### src/hw/dcw_pkg.sv
/*
 * package for the drive control word decoder: bit positions of the
 * motion control word and drive status word, state encodings.
 * assumes nothing of its surroundings.
 */
package dcw_pkg;
   // -------------------------------------------------------------
   // control word bit positions
   // -------------------------------------------------------------
   localparam int CW_WIDTH      = 16;
   localparam int CW_POWER_ON   = 0;
   localparam int CW_NO_COAST   = 1;
   localparam int CW_NO_QSTOP   = 2;
   localparam int CW_ENABLE_OP  = 3;
   localparam int CW_POS_PERMIT = 4;
   localparam int CW_NO_PAUSE   = 5;
   localparam int CW_TOGGLE     = 6;
   localparam int CW_FAULT_ACK  = 7;
   localparam int CW_JOG_POS    = 8;
   localparam int CW_JOG_NEG    = 9;
   localparam int CW_GUIDANCE   = 10;
   localparam int CW_HOME       = 11;
   localparam int CW_CONTINUOUS = 14;
   localparam logic [15:0] CW_RESET = 16'h0000;
   // bits 12, 13 and 15 are never decoded
   localparam logic [15:0] CW_USED_MASK = 16'h4FFF;

   // -------------------------------------------------------------
   // status word bit positions
   // -------------------------------------------------------------
   localparam int SW_READY_ON   = 0;
   localparam int SW_READY_OP   = 1;
   localparam int SW_OP_ENABLED = 2;
   localparam int SW_FAULT      = 3;
   localparam int SW_NO_COAST   = 4;
   localparam int SW_NO_QSTOP   = 5;
   localparam int SW_ON_DISABLE = 6;
   localparam int SW_GUIDANCE   = 9;
   localparam int SW_TARGET     = 10;
   localparam int SW_REF_VALID  = 11;
   localparam int SW_SET_ACK    = 12;
   localparam int SW_STOPPED    = 13;

   // -------------------------------------------------------------
   // power state machine, gray along on-disabled..enabled path
   // -------------------------------------------------------------
   typedef enum logic [2:0] {
      PS_ON_DISABLED = 3'h0,
      PS_READY_ON    = 3'h1,
      PS_READY_OP    = 3'h3,
      PS_OP_ENABLED  = 3'h2,
      PS_RAMP_OFF    = 3'h6,
      PS_QUICK_STOP  = 3'h7,
      PS_FAULT       = 3'h5
   } dcw_pstate_t;

   // ramp selector handed to the profile generator
   typedef enum logic [2:0] {
      RAMP_NONE  = 3'h0,
      RAMP_FIRST = 3'h1,
      RAMP_QUICK = 3'h2,
      RAMP_STOP  = 3'h3,
      RAMP_MAX   = 3'h4,
      RAMP_JOG   = 3'h5
   } dcw_ramp_t;
endpackage

### src/hw/dcw_decoder.sv
/*
 * drive control word decoder: takes the 16-bit motion control word
 * written cyclically by the fieldbus master, runs the power state
 * machine and issues motion commands to the profile generator.
 * assumes a single clock, status inputs synchronous to core_clk, and
 * a profile generator that reports standstill and homing completion.
 */
`timescale 1ns/1ps

// Notes on behaviour
// - bit 0 set: ready for operation, energised
// - bit 0 clear: first ramp, de-energise, ready
// - bit 1 clear: power off, coast, disabled
// - bit 2 clear: quick ramp then de-energise
// - bit 3 set: enable operation, follow setpoint
// - bit 3 clear: stop ramp, ready for operation
// - bit 4 clear: max brake, discard order
// - bit 5 clear: pause, keep order, resume
// - bit 6 edges start orders when bit 4
// - bit 7 rising edge clears removed fault
// - bits 8/9 jog when enabled and idle
// - jog release brakes, stays operation enabled
// - bit 10 clear: only bit 10 observed
// - bit 10 clear: local inputs not combined
// - bit 11 rise starts homing, clears reference
// - bit 11 clear aborts homing with ramp
// - bit 14: reset positions on each order
// - quick stop releases operation disable
// - acknowledge bit 12 follows accepted toggle
module dcw_decoder #(
   parameter int CW_BITS = 16
) (
   input  wire logic        core_clk,
   input  wire logic        rst,
   input  wire logic        clkEn,
   input  wire logic [15:0] motionControlWord,
   input  wire logic [15:0] localInputWord,
   input  wire logic        faultActive,
   input  wire logic        faultRemoved,
   input  wire logic        axisStopped,
   input  wire logic        homingDone,
   input  wire logic        targetReached,
   input  wire logic        velocityOrGearing,
   output logic      [15:0] driveStatusWord,
   output logic             powerStageOn,
   output logic      [2:0]  rampSelect,
   output logic             motionRun,
   output logic             orderStart,
   output logic             orderDiscard,
   output logic             positionReset,
   output logic             jogPos,
   output logic             jogNeg,
   output logic             homingRun
);
   // -------------------------------------------------------------
   // elaboration checks
   // -------------------------------------------------------------
   if (CW_BITS != dcw_pkg::CW_WIDTH) begin : g_chk
      $error("control word width must be sixteen");
   end

   // -------------------------------------------------------------
   // control word capture
   // -------------------------------------------------------------
   logic [15:0] cw_r, cw_nxt;
   logic [15:0] cwPrev_r, cwPrev_nxt;
   logic [15:0] effWord;

   // without guidance the stored word freezes except bit 10, and the
   // local inputs are never merged into it
   always_comb begin
      effWord = motionControlWord & dcw_pkg::CW_USED_MASK;
      cw_nxt  = cw_r;
      if (effWord[dcw_pkg::CW_GUIDANCE]) begin
         cw_nxt = effWord;
      end else begin
         cw_nxt[dcw_pkg::CW_GUIDANCE] = 1'b0;
      end
      cwPrev_nxt = cw_r;
   end

   always_ff @(posedge core_clk or posedge rst) begin
      if (rst) begin
         cw_r     <= dcw_pkg::CW_RESET;
         cwPrev_r <= dcw_pkg::CW_RESET;
      end else if (clkEn) begin
         cw_r     <= cw_nxt;
         cwPrev_r <= cwPrev_nxt;
      end
   end

   // bit decode helpers
   function automatic logic rose(input logic [15:0] cur,
                                 input logic [15:0] prv,
                                 input int          b);
      rose = cur[b] & ~prv[b];
   endfunction

   logic onCmd, noCoast, noQstop, enOp, permit, noPause;
   logic toggleEdge, ackRise, homeRise;
   assign onCmd      = cw_r[dcw_pkg::CW_POWER_ON];
   assign noCoast    = cw_r[dcw_pkg::CW_NO_COAST];
   assign noQstop    = cw_r[dcw_pkg::CW_NO_QSTOP];
   assign enOp       = cw_r[dcw_pkg::CW_ENABLE_OP];
   assign permit     = cw_r[dcw_pkg::CW_POS_PERMIT];
   assign noPause    = cw_r[dcw_pkg::CW_NO_PAUSE];
   assign toggleEdge = cw_r[dcw_pkg::CW_TOGGLE]
                       ^ cwPrev_r[dcw_pkg::CW_TOGGLE];
   assign ackRise    = rose(cw_r, cwPrev_r, dcw_pkg::CW_FAULT_ACK);
   assign homeRise   = rose(cw_r, cwPrev_r, dcw_pkg::CW_HOME);

   // -------------------------------------------------------------
   // power state machine
   // -------------------------------------------------------------
   dcw_pkg::dcw_pstate_t ps_r, ps_nxt;

   // coast-off beats every control word request; fault beats all, coast-off included, but reset
   always_comb begin
      ps_nxt = ps_r;
      unique case (ps_r)
         dcw_pkg::PS_ON_DISABLED: begin
            // leave switch-on-disabled only with bit 0 low
            if (noCoast && noQstop && !onCmd) begin
               ps_nxt = dcw_pkg::PS_READY_ON;
            end
         end
         dcw_pkg::PS_READY_ON: begin
            if (!noCoast || !noQstop) begin
               ps_nxt = dcw_pkg::PS_ON_DISABLED;
            end else if (onCmd) begin
               ps_nxt = dcw_pkg::PS_READY_OP;
            end
         end
         dcw_pkg::PS_READY_OP: begin
            if (!noCoast) begin
               ps_nxt = dcw_pkg::PS_ON_DISABLED;
            end else if (!noQstop) begin
               ps_nxt = dcw_pkg::PS_QUICK_STOP;
            end else if (!onCmd) begin
               ps_nxt = dcw_pkg::PS_RAMP_OFF;
            end else if (enOp) begin
               ps_nxt = dcw_pkg::PS_OP_ENABLED;
            end
         end
         dcw_pkg::PS_OP_ENABLED: begin
            if (!noCoast) begin
               ps_nxt = dcw_pkg::PS_ON_DISABLED;
            end else if (!noQstop) begin
               ps_nxt = dcw_pkg::PS_QUICK_STOP;
            end else if (!onCmd) begin
               ps_nxt = dcw_pkg::PS_RAMP_OFF;
            end else if (!enOp && axisStopped) begin
               ps_nxt = dcw_pkg::PS_READY_OP;
            end
         end
         dcw_pkg::PS_RAMP_OFF: begin
            if (!noCoast) begin
               ps_nxt = dcw_pkg::PS_ON_DISABLED;
            end else if (!noQstop) begin
               ps_nxt = dcw_pkg::PS_QUICK_STOP;
            end else if (axisStopped) begin
               ps_nxt = dcw_pkg::PS_READY_ON;
            end
         end
         dcw_pkg::PS_QUICK_STOP: begin
            if (!noCoast || axisStopped) begin
               ps_nxt = dcw_pkg::PS_ON_DISABLED;
            end
         end
         dcw_pkg::PS_FAULT: begin
            if (ackRise && faultRemoved) begin
               ps_nxt = dcw_pkg::PS_ON_DISABLED;
            end
         end
         default: ps_nxt = dcw_pkg::PS_FAULT;
      endcase
      if (faultActive) begin
         ps_nxt = dcw_pkg::PS_FAULT;
      end
   end

   always_ff @(posedge core_clk or posedge rst) begin
      if (rst) begin
         ps_r <= dcw_pkg::PS_ON_DISABLED;
      end else if (clkEn) begin
         ps_r <= ps_nxt;
      end
   end

   // -------------------------------------------------------------
   // motion order, jog and homing
   // -------------------------------------------------------------
   logic        active_r, active_nxt;
   logic        ack_r, ack_nxt;
   logic        refValid_r, refValid_nxt;
   logic        home_r, home_nxt;
   logic        start_r, start_nxt;
   logic        disc_r, disc_nxt;
   logic        posRst_r, posRst_nxt;
   logic        jogP_r, jogP_nxt, jogN_r, jogN_nxt;
   logic        run_r, run_nxt;
   logic        pwr_r, pwr_nxt;
   logic [2:0]  ramp_r, ramp_nxt;
   logic        enabled;

   assign enabled = (ps_r == dcw_pkg::PS_OP_ENABLED) && enOp;

   always_comb begin
      active_nxt   = active_r;
      ack_nxt      = ack_r;
      refValid_nxt = refValid_r | (home_r & homingDone);
      home_nxt     = home_r & ~homingDone;
      start_nxt    = 1'b0;
      disc_nxt     = 1'b0;
      posRst_nxt   = 1'b0;
      if (active_r && (!permit || !enabled)) begin
         active_nxt = 1'b0;
         disc_nxt   = 1'b1;
      end else if (active_r && targetReached && noPause) begin
         active_nxt = 1'b0;
      end
      // accept after completion, so a new order is never lost to it
      if (enabled && permit && toggleEdge) begin
         active_nxt = 1'b1;
         start_nxt  = 1'b1;
         ack_nxt    = cw_r[dcw_pkg::CW_TOGGLE];
         posRst_nxt = cw_r[dcw_pkg::CW_CONTINUOUS];
      end
      // homing start on rising edge, abort on clear
      if (enabled && homeRise) begin
         home_nxt     = 1'b1;
         refValid_nxt = 1'b0;
      end else if (!cw_r[dcw_pkg::CW_HOME] || !enabled) begin
         home_nxt = 1'b0;
      end
      // jog needs zero commanded speed: no order and no homing
      jogP_nxt = enabled && cw_r[dcw_pkg::CW_JOG_POS]
                 && !active_r && !home_r;
      jogN_nxt = enabled && cw_r[dcw_pkg::CW_JOG_NEG]
                 && !cw_r[dcw_pkg::CW_JOG_POS]
                 && !active_r && !home_r;
      // pause holds the order, except velocity and gearing keep moving
      run_nxt = active_nxt && (noPause || velocityOrGearing);
      pwr_nxt = (ps_nxt != dcw_pkg::PS_ON_DISABLED)
                && (ps_nxt != dcw_pkg::PS_READY_ON)
                && (ps_nxt != dcw_pkg::PS_FAULT);
      // ramp priority: quick, off, disable, permit, pause, homing abort, jog
      priority case (1'b1)
         ps_nxt == dcw_pkg::PS_QUICK_STOP: ramp_nxt = dcw_pkg::RAMP_QUICK;
         ps_nxt == dcw_pkg::PS_RAMP_OFF:   ramp_nxt = dcw_pkg::RAMP_FIRST;
         ps_nxt == dcw_pkg::PS_OP_ENABLED && !enOp:
            ramp_nxt = dcw_pkg::RAMP_STOP;
         disc_nxt:                         ramp_nxt = dcw_pkg::RAMP_MAX;
         active_nxt && !run_nxt:           ramp_nxt = dcw_pkg::RAMP_STOP;
         home_r && !home_nxt && !homingDone:
            ramp_nxt = dcw_pkg::RAMP_STOP;
         (jogP_r && !jogP_nxt) || (jogN_r && !jogN_nxt):
            ramp_nxt = dcw_pkg::RAMP_JOG;
         default:                          ramp_nxt = dcw_pkg::RAMP_NONE;
      endcase
   end

   always_ff @(posedge core_clk or posedge rst) begin
      if (rst) begin
         active_r   <= 1'b0;
         ack_r      <= 1'b0;
         refValid_r <= 1'b0;
         home_r     <= 1'b0;
         start_r    <= 1'b0;
         disc_r     <= 1'b0;
         posRst_r   <= 1'b0;
         jogP_r     <= 1'b0;
         jogN_r     <= 1'b0;
         run_r      <= 1'b0;
         pwr_r      <= 1'b0;
         ramp_r     <= dcw_pkg::RAMP_NONE;
      end else if (clkEn) begin
         active_r   <= active_nxt;
         ack_r      <= ack_nxt;
         refValid_r <= refValid_nxt;
         home_r     <= home_nxt;
         start_r    <= start_nxt;
         disc_r     <= disc_nxt;
         posRst_r   <= posRst_nxt;
         jogP_r     <= jogP_nxt;
         jogN_r     <= jogN_nxt;
         run_r      <= run_nxt;
         pwr_r      <= pwr_nxt;
         ramp_r     <= ramp_nxt;
      end
   end

   // -------------------------------------------------------------
   // status word, registered
   // -------------------------------------------------------------
   logic [15:0] sw_r, sw_nxt;

   always_comb begin
      sw_nxt = 16'h0000;
      sw_nxt[dcw_pkg::SW_READY_ON]   = ps_r == dcw_pkg::PS_READY_ON
                                       || pwr_r;
      sw_nxt[dcw_pkg::SW_READY_OP]   = ps_r == dcw_pkg::PS_READY_OP
                                       || ps_r == dcw_pkg::PS_OP_ENABLED;
      sw_nxt[dcw_pkg::SW_OP_ENABLED] = ps_r == dcw_pkg::PS_OP_ENABLED;
      sw_nxt[dcw_pkg::SW_FAULT]      = ps_r == dcw_pkg::PS_FAULT;
      sw_nxt[dcw_pkg::SW_NO_COAST]   = noCoast;
      sw_nxt[dcw_pkg::SW_NO_QSTOP]   = noQstop;
      sw_nxt[dcw_pkg::SW_ON_DISABLE] = ps_r == dcw_pkg::PS_ON_DISABLED;
      sw_nxt[dcw_pkg::SW_GUIDANCE]   = cw_r[dcw_pkg::CW_GUIDANCE];
      sw_nxt[dcw_pkg::SW_TARGET]     = targetReached;
      sw_nxt[dcw_pkg::SW_REF_VALID]  = refValid_r;
      sw_nxt[dcw_pkg::SW_SET_ACK]    = ack_r;
      sw_nxt[dcw_pkg::SW_STOPPED]    = axisStopped;
   end

   always_ff @(posedge core_clk or posedge rst) begin
      if (rst) begin
         sw_r <= 16'h0000;
      end else if (clkEn) begin
         sw_r <= sw_nxt;
      end
   end

   // outputs straight from flip-flops
   assign driveStatusWord = sw_r;
   assign powerStageOn    = pwr_r;
   assign rampSelect      = ramp_r;
   assign motionRun       = run_r;
   assign orderStart      = start_r;
   assign orderDiscard    = disc_r;
   assign positionReset   = posRst_r;
   assign jogPos          = jogP_r;
   assign jogNeg          = jogN_r;
   assign homingRun       = home_r;
   // localInputWord is deliberately left unmerged (no local guidance)
   logic unusedLocal;
   assign unusedLocal = ^localInputWord;
endmodule

### config.mk
export PLATFORM = sky130hd
export DESIGN_NAME = dcw_decoder
export DESIGN_NICKNAME = d
export VERILOG_FILES = /design/src/hw/dcw_pkg.sv /design/src/hw/dcw_decoder.sv
export SDC_FILE = /design/constraint.sdc
export NUM_CORES = 1
export LEC_CHECK = 0
export BUFFER_PORTS_ARGS = -buffer_cell sky130_fd_sc_hd__buf_4
export CAP_MARGIN = 20
export CORE_ASPECT_RATIO = 1.4
export CORE_MARGIN = 3
export CORE_UTILIZATION = 25
export CTS_BUF_LIST = sky130_fd_sc_hd__clkbuf_4
export DETAILED_ROUTE_END_ITERATION = 6
export GPL_ROUTABILITY_DRIVEN = 0
export PLACE_DENSITY = 0.45
export SETUP_SLACK_MARGIN = 0.4
export SLEW_MARGIN = 5
export SYNTH_ARGS = -nofsm -noshare
export SYNTH_HDL_FRONTEND = slang
export SYNTH_SLANG_ARGS = --single-unit
### constraint.sdc
create_clock -name core_clk -period 2 [get_ports core_clk]
set_input_delay 0.1 -clock core_clk [delete_from_list [all_inputs] [get_ports core_clk]]
set_output_delay 0.1 -clock core_clk [all_outputs]
set_load 0.05 [all_outputs]
==> out/results.ini, run 1 <==
[run_status]
status = finished, final reports clean

[logic_synthesis]
synth.top_cell.area_share = 0.507
avgSynthCellArea_um2 = 11.3
synthTopCellsByCount = dfrtp_1, mux2_2, nand2_1
yosysTopAreaCell = dfrtp_1
synth.most_common_cell = dfrtp_1
syn_inst = 196
yosysSeqAreaShare = 0.507
synth_cell_types = 53
synth_ff_type = dfrtp_1
async_flop_share = 1.00
synth_area_leaders = dfrtp_1, mux2_2, buf_4
ys_ff_latch = 45
synth_edf_count = 0
syn_area_mm2 = 0.00222
ys_warn_count = 0

[drt]
avgRoutedWirePerCell_um = 15.0
viasPerCell = 4.67
detail-route-antenna-nets = 0
wl_mm = 5.49
drt_iter0_markers = 34
vias = 1715
drc_errors = 0
first_pass_iters = 4

[hold_path]
min-delay-path-class = primary input to register

[run]
max_cap_violations = 0

[pwr]
p_leak_nw = 1.36
vdd_drop_max_mv = 0.283
powerDensity_mw_per_mm2 = 761
fin_total_pwr_mw = 2.30

[timing]
slew_violations = 0
fmax_ghz = 0.529
hold_viol_final = 0
finalClockSkew_ps = 19.7
period_share = 0.945
finalCriticalPeriod_ps = 1890
finalSetupViolCount = 0
tns_ps = 0
rsz0062_at_grt = true

[final_layout]
area_growth_syn_to_layout_pct = 36.1
num_antenna_cells = 0
fillers = 913
drive_gt1_frac = 0.477
fin_area_mm2 = 0.00302
final_nets = 304
utilization = 0.351

[global_routing]
grt_usage = 0.113
grt_pass1_wl_mm = 9.09
antenna_found_initial = 0
grt_pass1_vias = 1774
grt_max_degree = 26
grt_overflow_total = 0

[floorplanning]
core_mm2 = 0.00861
pin_count = 68
start_util = 0.258
fp.dieW_um = 85.6
die_area_mm2 = 0.0101
fp.dieH_um = 117
rows = 40

[cts]
clock_latency_ps = 350
cts_root_buf = clkbuf_4
cts_made_buffers = 5
clock_path_buffers = 2
cts_tree = done
cts.reportedPaths.clkPinSlew_ps = 140
cts.sinks = 45
h-tree-depth = 2

[critical_path]
crit_path_end_kind = register
crit_path_start_kind = register
critPathMaxFanout = 5
critical_path_arrival_ps = 2160
critPathKind = register to register
required_ps = 2270

[placement]
place_area_mm2 = 0.00271
port_buffers = 44
place_hpwl_mm = 4.00

-- area by class of cell --
cell class	instances	area [um^2]	share of cell area
Multi-Input combinational cell	128	1070	0.353
Sequential cell	45	1130	0.374
Tap cell	105	131	0.0435
Clock inverter	1	5.00	0.00166
Timing Repair Buffer	76	626	0.207
Clock buffer	5	37.5	0.0124
Inverter	7	26.3	0.00870
-- logic make-up after synthesis --
group,count (synthesis),synth area share
other,1,0.00169
AO/OA/AOI/OAI,48,0.167
buffers and inverters,26,0.0597
XOR/XNOR,1,0.00395
multiplexers,26,0.132
AND/OR/NAND/NOR,49,0.128
flip-flops,45,0.507
-- cells in the final DEF, fill, tap and decap left out, drive strengths merged, types with 2 or more instances in the layout --
cell / count
conb: 4
dfrtp: 45
inv: 7
and2: 3
nand2: 13
o32ai: 2
nor2: 11
a41oi: 2
o22ai: 2
nand3: 5
a21oi: 7
buf: 62
dlygate4sd3: 14
a221oi: 2
o21ai: 12
a31oi: 5
o2bb2ai: 3
mux2: 26
clkbuf: 5
nand2b: 4
a21o: 3
o31a: 2
-- registers in the layout, indices dropped and copies added, names as in the netlist --
| name | flops |
|---|---|
| jogNeg | 1 |
| ps_r | 3 |
| active_r | 1 |
| orderDiscard | 1 |
| cwPrev_nxt | 13 |
| positionReset | 1 |
| cwPrev_r | 3 |
| orderStart | 1 |
| homingRun | 1 |
| powerStageOn | 1 |
| jogPos | 1 |
| driveStatusWord | 12 |
| motionRun | 1 |
| rampSelect | 3 |
| refValid_r | 1 |
| ack_r | 1 |
-- critical path, cell delays in order, from the launching register on --
cell and delay (ps):
dfrtp_2 470, and3b_2 260, a221oi_4 330, o211ai_4 130, or4_4 430, a41oi_2 190
-- power breakdown --
group	leakage [nW]	switching (mW)	internal [mW]	total (mW)
registers	0.554	0.0934	1.01	1.10
clock network	0.0269	0.281	0.123	0.404
logic	0.775	0.417	0.374	0.791
total	1.36	0.791	1.51	2.30
-- per-layer routing --
| layer | GRT usage | share of wire | vias up |
|---|---|---|---|
| met1 | 0.134 | 0.39 | 856 |
| met5 | 0 | 0 | - |
| met2 | 0.205 | 0.57 | 30 |
| met4 | 0.0327 | 0.0084 | 0 |
| met3 | 0.0182 | 0.027 | 4 |
| li1 | - | - | 825 |
-- final timing paths --
path / startpoint / endpoint / slack [ps] / depth (start not counted)
min reg2reg: driveStatusWord[2]$_DFFE_PP0P_ / driveStatusWord[2]$_DFFE_PP0P_ / 500 / 1
max: ps_r[2]$_DFFE_PP0P_ / rampSelect[1]$_DFFE_PP0P_ / 110 / 5
max in group asynchronous: rst / driveStatusWord[13]$_DFFE_PP0P_ / 1170 / 4
min: faultActive / ps_r[2]$_DFFE_PP0P_ / 20 / 3
min in group asynchronous: rst / driveStatusWord[2]$_DFFE_PP0P_ / 310 / 3
max reg2reg: ps_r[2]$_DFFE_PP0P_ / rampSelect[1]$_DFFE_PP0P_ / 110 / 5
-- stage by stage --
step                setup WS [ps]  hold slack [ps]  cells
finish                        109             21.4    367
global route                 48.2             4.38    367
CTS                          77.3             1.82    361
detailed placement           72.1              163    339
global placement             92.7              164    339
floorplan                     221              244    199
-- repair_timing --
| action | 4_1_cts | 5_1_grt |
|---|---|---|
| buffers inserted | 2 | 6 |
| gates resized for setup | 5 | 13 |
| pin swaps | 2 | 9 |
| hold buffers | 14 | 0 |
| endpoints found under the hold margin | 33 | 0 |
| endpoints found under the setup margin | 11 | 14 |
Power figures use the tool's default switching activity.
==> inputs of run 2 (changes only) <==
Settings changed: CORE_ASPECT_RATIO 1.4 to unset, CORE_MARGIN 3 to unset, MAX_ROUTING_LAYER set to met4.
==> out/results.ini, run 2 (same netlist as run 1, synthesis figures left out) <==
[cts]
cts.reportedPaths.clkPinSlew_ps = 130
clock_latency_ps = 350
cts_root_buf = clkbuf_4
cts.sinks = 45
cts_made_buffers = 5
cts_tree = done
clock_path_buffers = 2
h-tree-depth = 2

[drt]
wl_met2_mm = 2.65
wl_mm = 5.20
drt_iter0_markers = 40
viasPerCell = 4.61
drc_errors = 0
m1WireLength_mm = 2.30
detail-route-antenna-nets = 0
avgRoutedWirePerCell_um = 13.9
wl_met3_um = 180
first_pass_iters = 4
vias = 1724
top_layer = met4

[placement]
port_buffers = 44
place_hpwl_mm = 3.66
dp_cells = 343

[floorplanning]
start_util = 0.256
die_area_mm2 = 0.00926
core_mm2 = 0.00868
rows = 34
fp.dieH_um = 96.2
pin_count = 68
fp.dieW_um = 96.2

[final_layout]
mostFrequentLayoutCells = buf_4, dfrtp_1, mux2_2, dlygate4sd3_1, nand2_1
stdcell_count = 374
utilization = 0.355
area_growth_syn_to_layout_pct = 38.6
drive_gt1_frac = 0.504
fillers = 898
final_common_cell = buf_4
largest_reg_flops = 13
num_antenna_cells = 0
final_nets = 306

[critical_path]
r2r_cells = 5
critPathMaxFanout = 5
critical_path_arrival_ps = 2170
reg2reg_to = rampSelect[1]$_DFFE_PP0P_
critPathKind = register to register
r2r_slack_ps = 110
crit_path_start_kind = register
required_ps = 2280
crit_path_end_kind = register
r2r_start = ps_r[0]$_DFFE_PP0P_

[timing]
finalClockSkew_ps = 9.98
period_share = 0.944
tns_ps = 0
worst_pin_slew_ps = 540
finalCriticalPeriod_ps = 1890
slew_violations = 0
hold_viol_final = 0
rsz0062_at_grt = true
slew_headroom = 0.640
fmax_ghz = 0.530
finalSetupViolCount = 0
hold_ws_ps = 27.3

[global_routing]
antenna_found_initial = 0
grt_overflow_total = 0
grt_pass1_wl_mm = 8.62
grt_pass1_vias = 1735
grt_usage = 0.128
grt_max_degree = 46

[pwr]
p_leak_nw = 1.37
vdd_drop_max_mv = 0.269
powerDensity_mw_per_mm2 = 748

[run]
max_cap_violations = 0

[hold_path]
min_to = refValid_r$_DFFE_PP0P_
min_from = homingDone
hold_depth = 3
min-delay-path-class = primary input to register

[run_status]
status = finished, final reports clean

-- run 2: per-layer routing --
layer | global-route usage | vias to the layer above
li1 | - | 841
met4 | 0.0373 | 0
met3 | 0.0253 | 6
met1 | 0.157 | 846
met2 | 0.214 | 31
met5 | - | -
-- run 2: worst max path at each step --
stage | slack [ps] | cells after the start | start | end
final | 110 | 5 | ps_r[0]$_DFFE_PP0P_ | rampSelect[1]$_DFFE_PP0P_
after CTS | 80 | 5 | ps_r[2]$_DFFE_PP0P_ | rampSelect[1]$_DFFE_PP0P_
after global placement | 70 | 5 | ps_r[2]$_DFFE_PP0P_ | rampSelect[1]$_DFFE_PP0P_
after floorplan | 220 | 6 | ps_r[0]$_DFFE_PP0P_ | rampSelect[1]$_DFFE_PP0P_
after global routing | 30 | 5 | ps_r[2]$_DFFE_PP0P_ | rampSelect[1]$_DFFE_PP0P_
after detailed placement | 40 | 5 | ps_r[2]$_DFFE_PP0P_ | rampSelect[1]$_DFFE_PP0P_
-- run 2: power by group --
group / switching, mW / internal [mW]
Clock: 0.290 / 0.128
Combinational: 0.416 / 0.363
Sequential: 0.0936 / 1.01
-- run 2: repair_timing --
action | in CTS | in global routing
pin swaps | 4 | 7
setup endpoints to repair | 13 | 11
hold buffers | 14 | 0
setup buffers | 5 | 4
hold endpoints to repair | 58 | 0
resized for setup | 13 | 13
-- run 2: critical path, cell delays in order (launching register included) --
cell      delay, ps
dfrtp_2         460
and3b_2         250
a221oi_4        320
o211ai_4        120
or4_4           500
a41oi_2         160
-- run 2: cell type report --
| type | count | area (um^2) | share of cell area |
|---|---|---|---|
| multi-input combinational | 128 | 1100 | 0.357 |
| clock buffer | 5 | 37.5 | 0.0122 |
| clock inverter | 3 | 12.5 | 0.00407 |
| timing repair buffer | 78 | 637 | 0.207 |
| inverter | 7 | 26.3 | 0.00854 |
| tap | 108 | 135 | 0.0439 |
| sequential | 45 | 1130 | 0.367 |
-- run 2: stage by stage --
| step | cell area [um^2] | power (mW) | worst slack, ps |
|---|---|---|---|
| after global routing | 3080 | 2.45 | 30.9 |
| after CTS | 3000 | 2.31 | 81.3 |
| after global placement | 2720 | 1.79 | 65.1 |
| final | 3080 | 2.30 | 112 |
| after detailed placement | 2720 | 1.79 | 41.4 |
| after floorplan | 2290 | 1.61 | 221 |
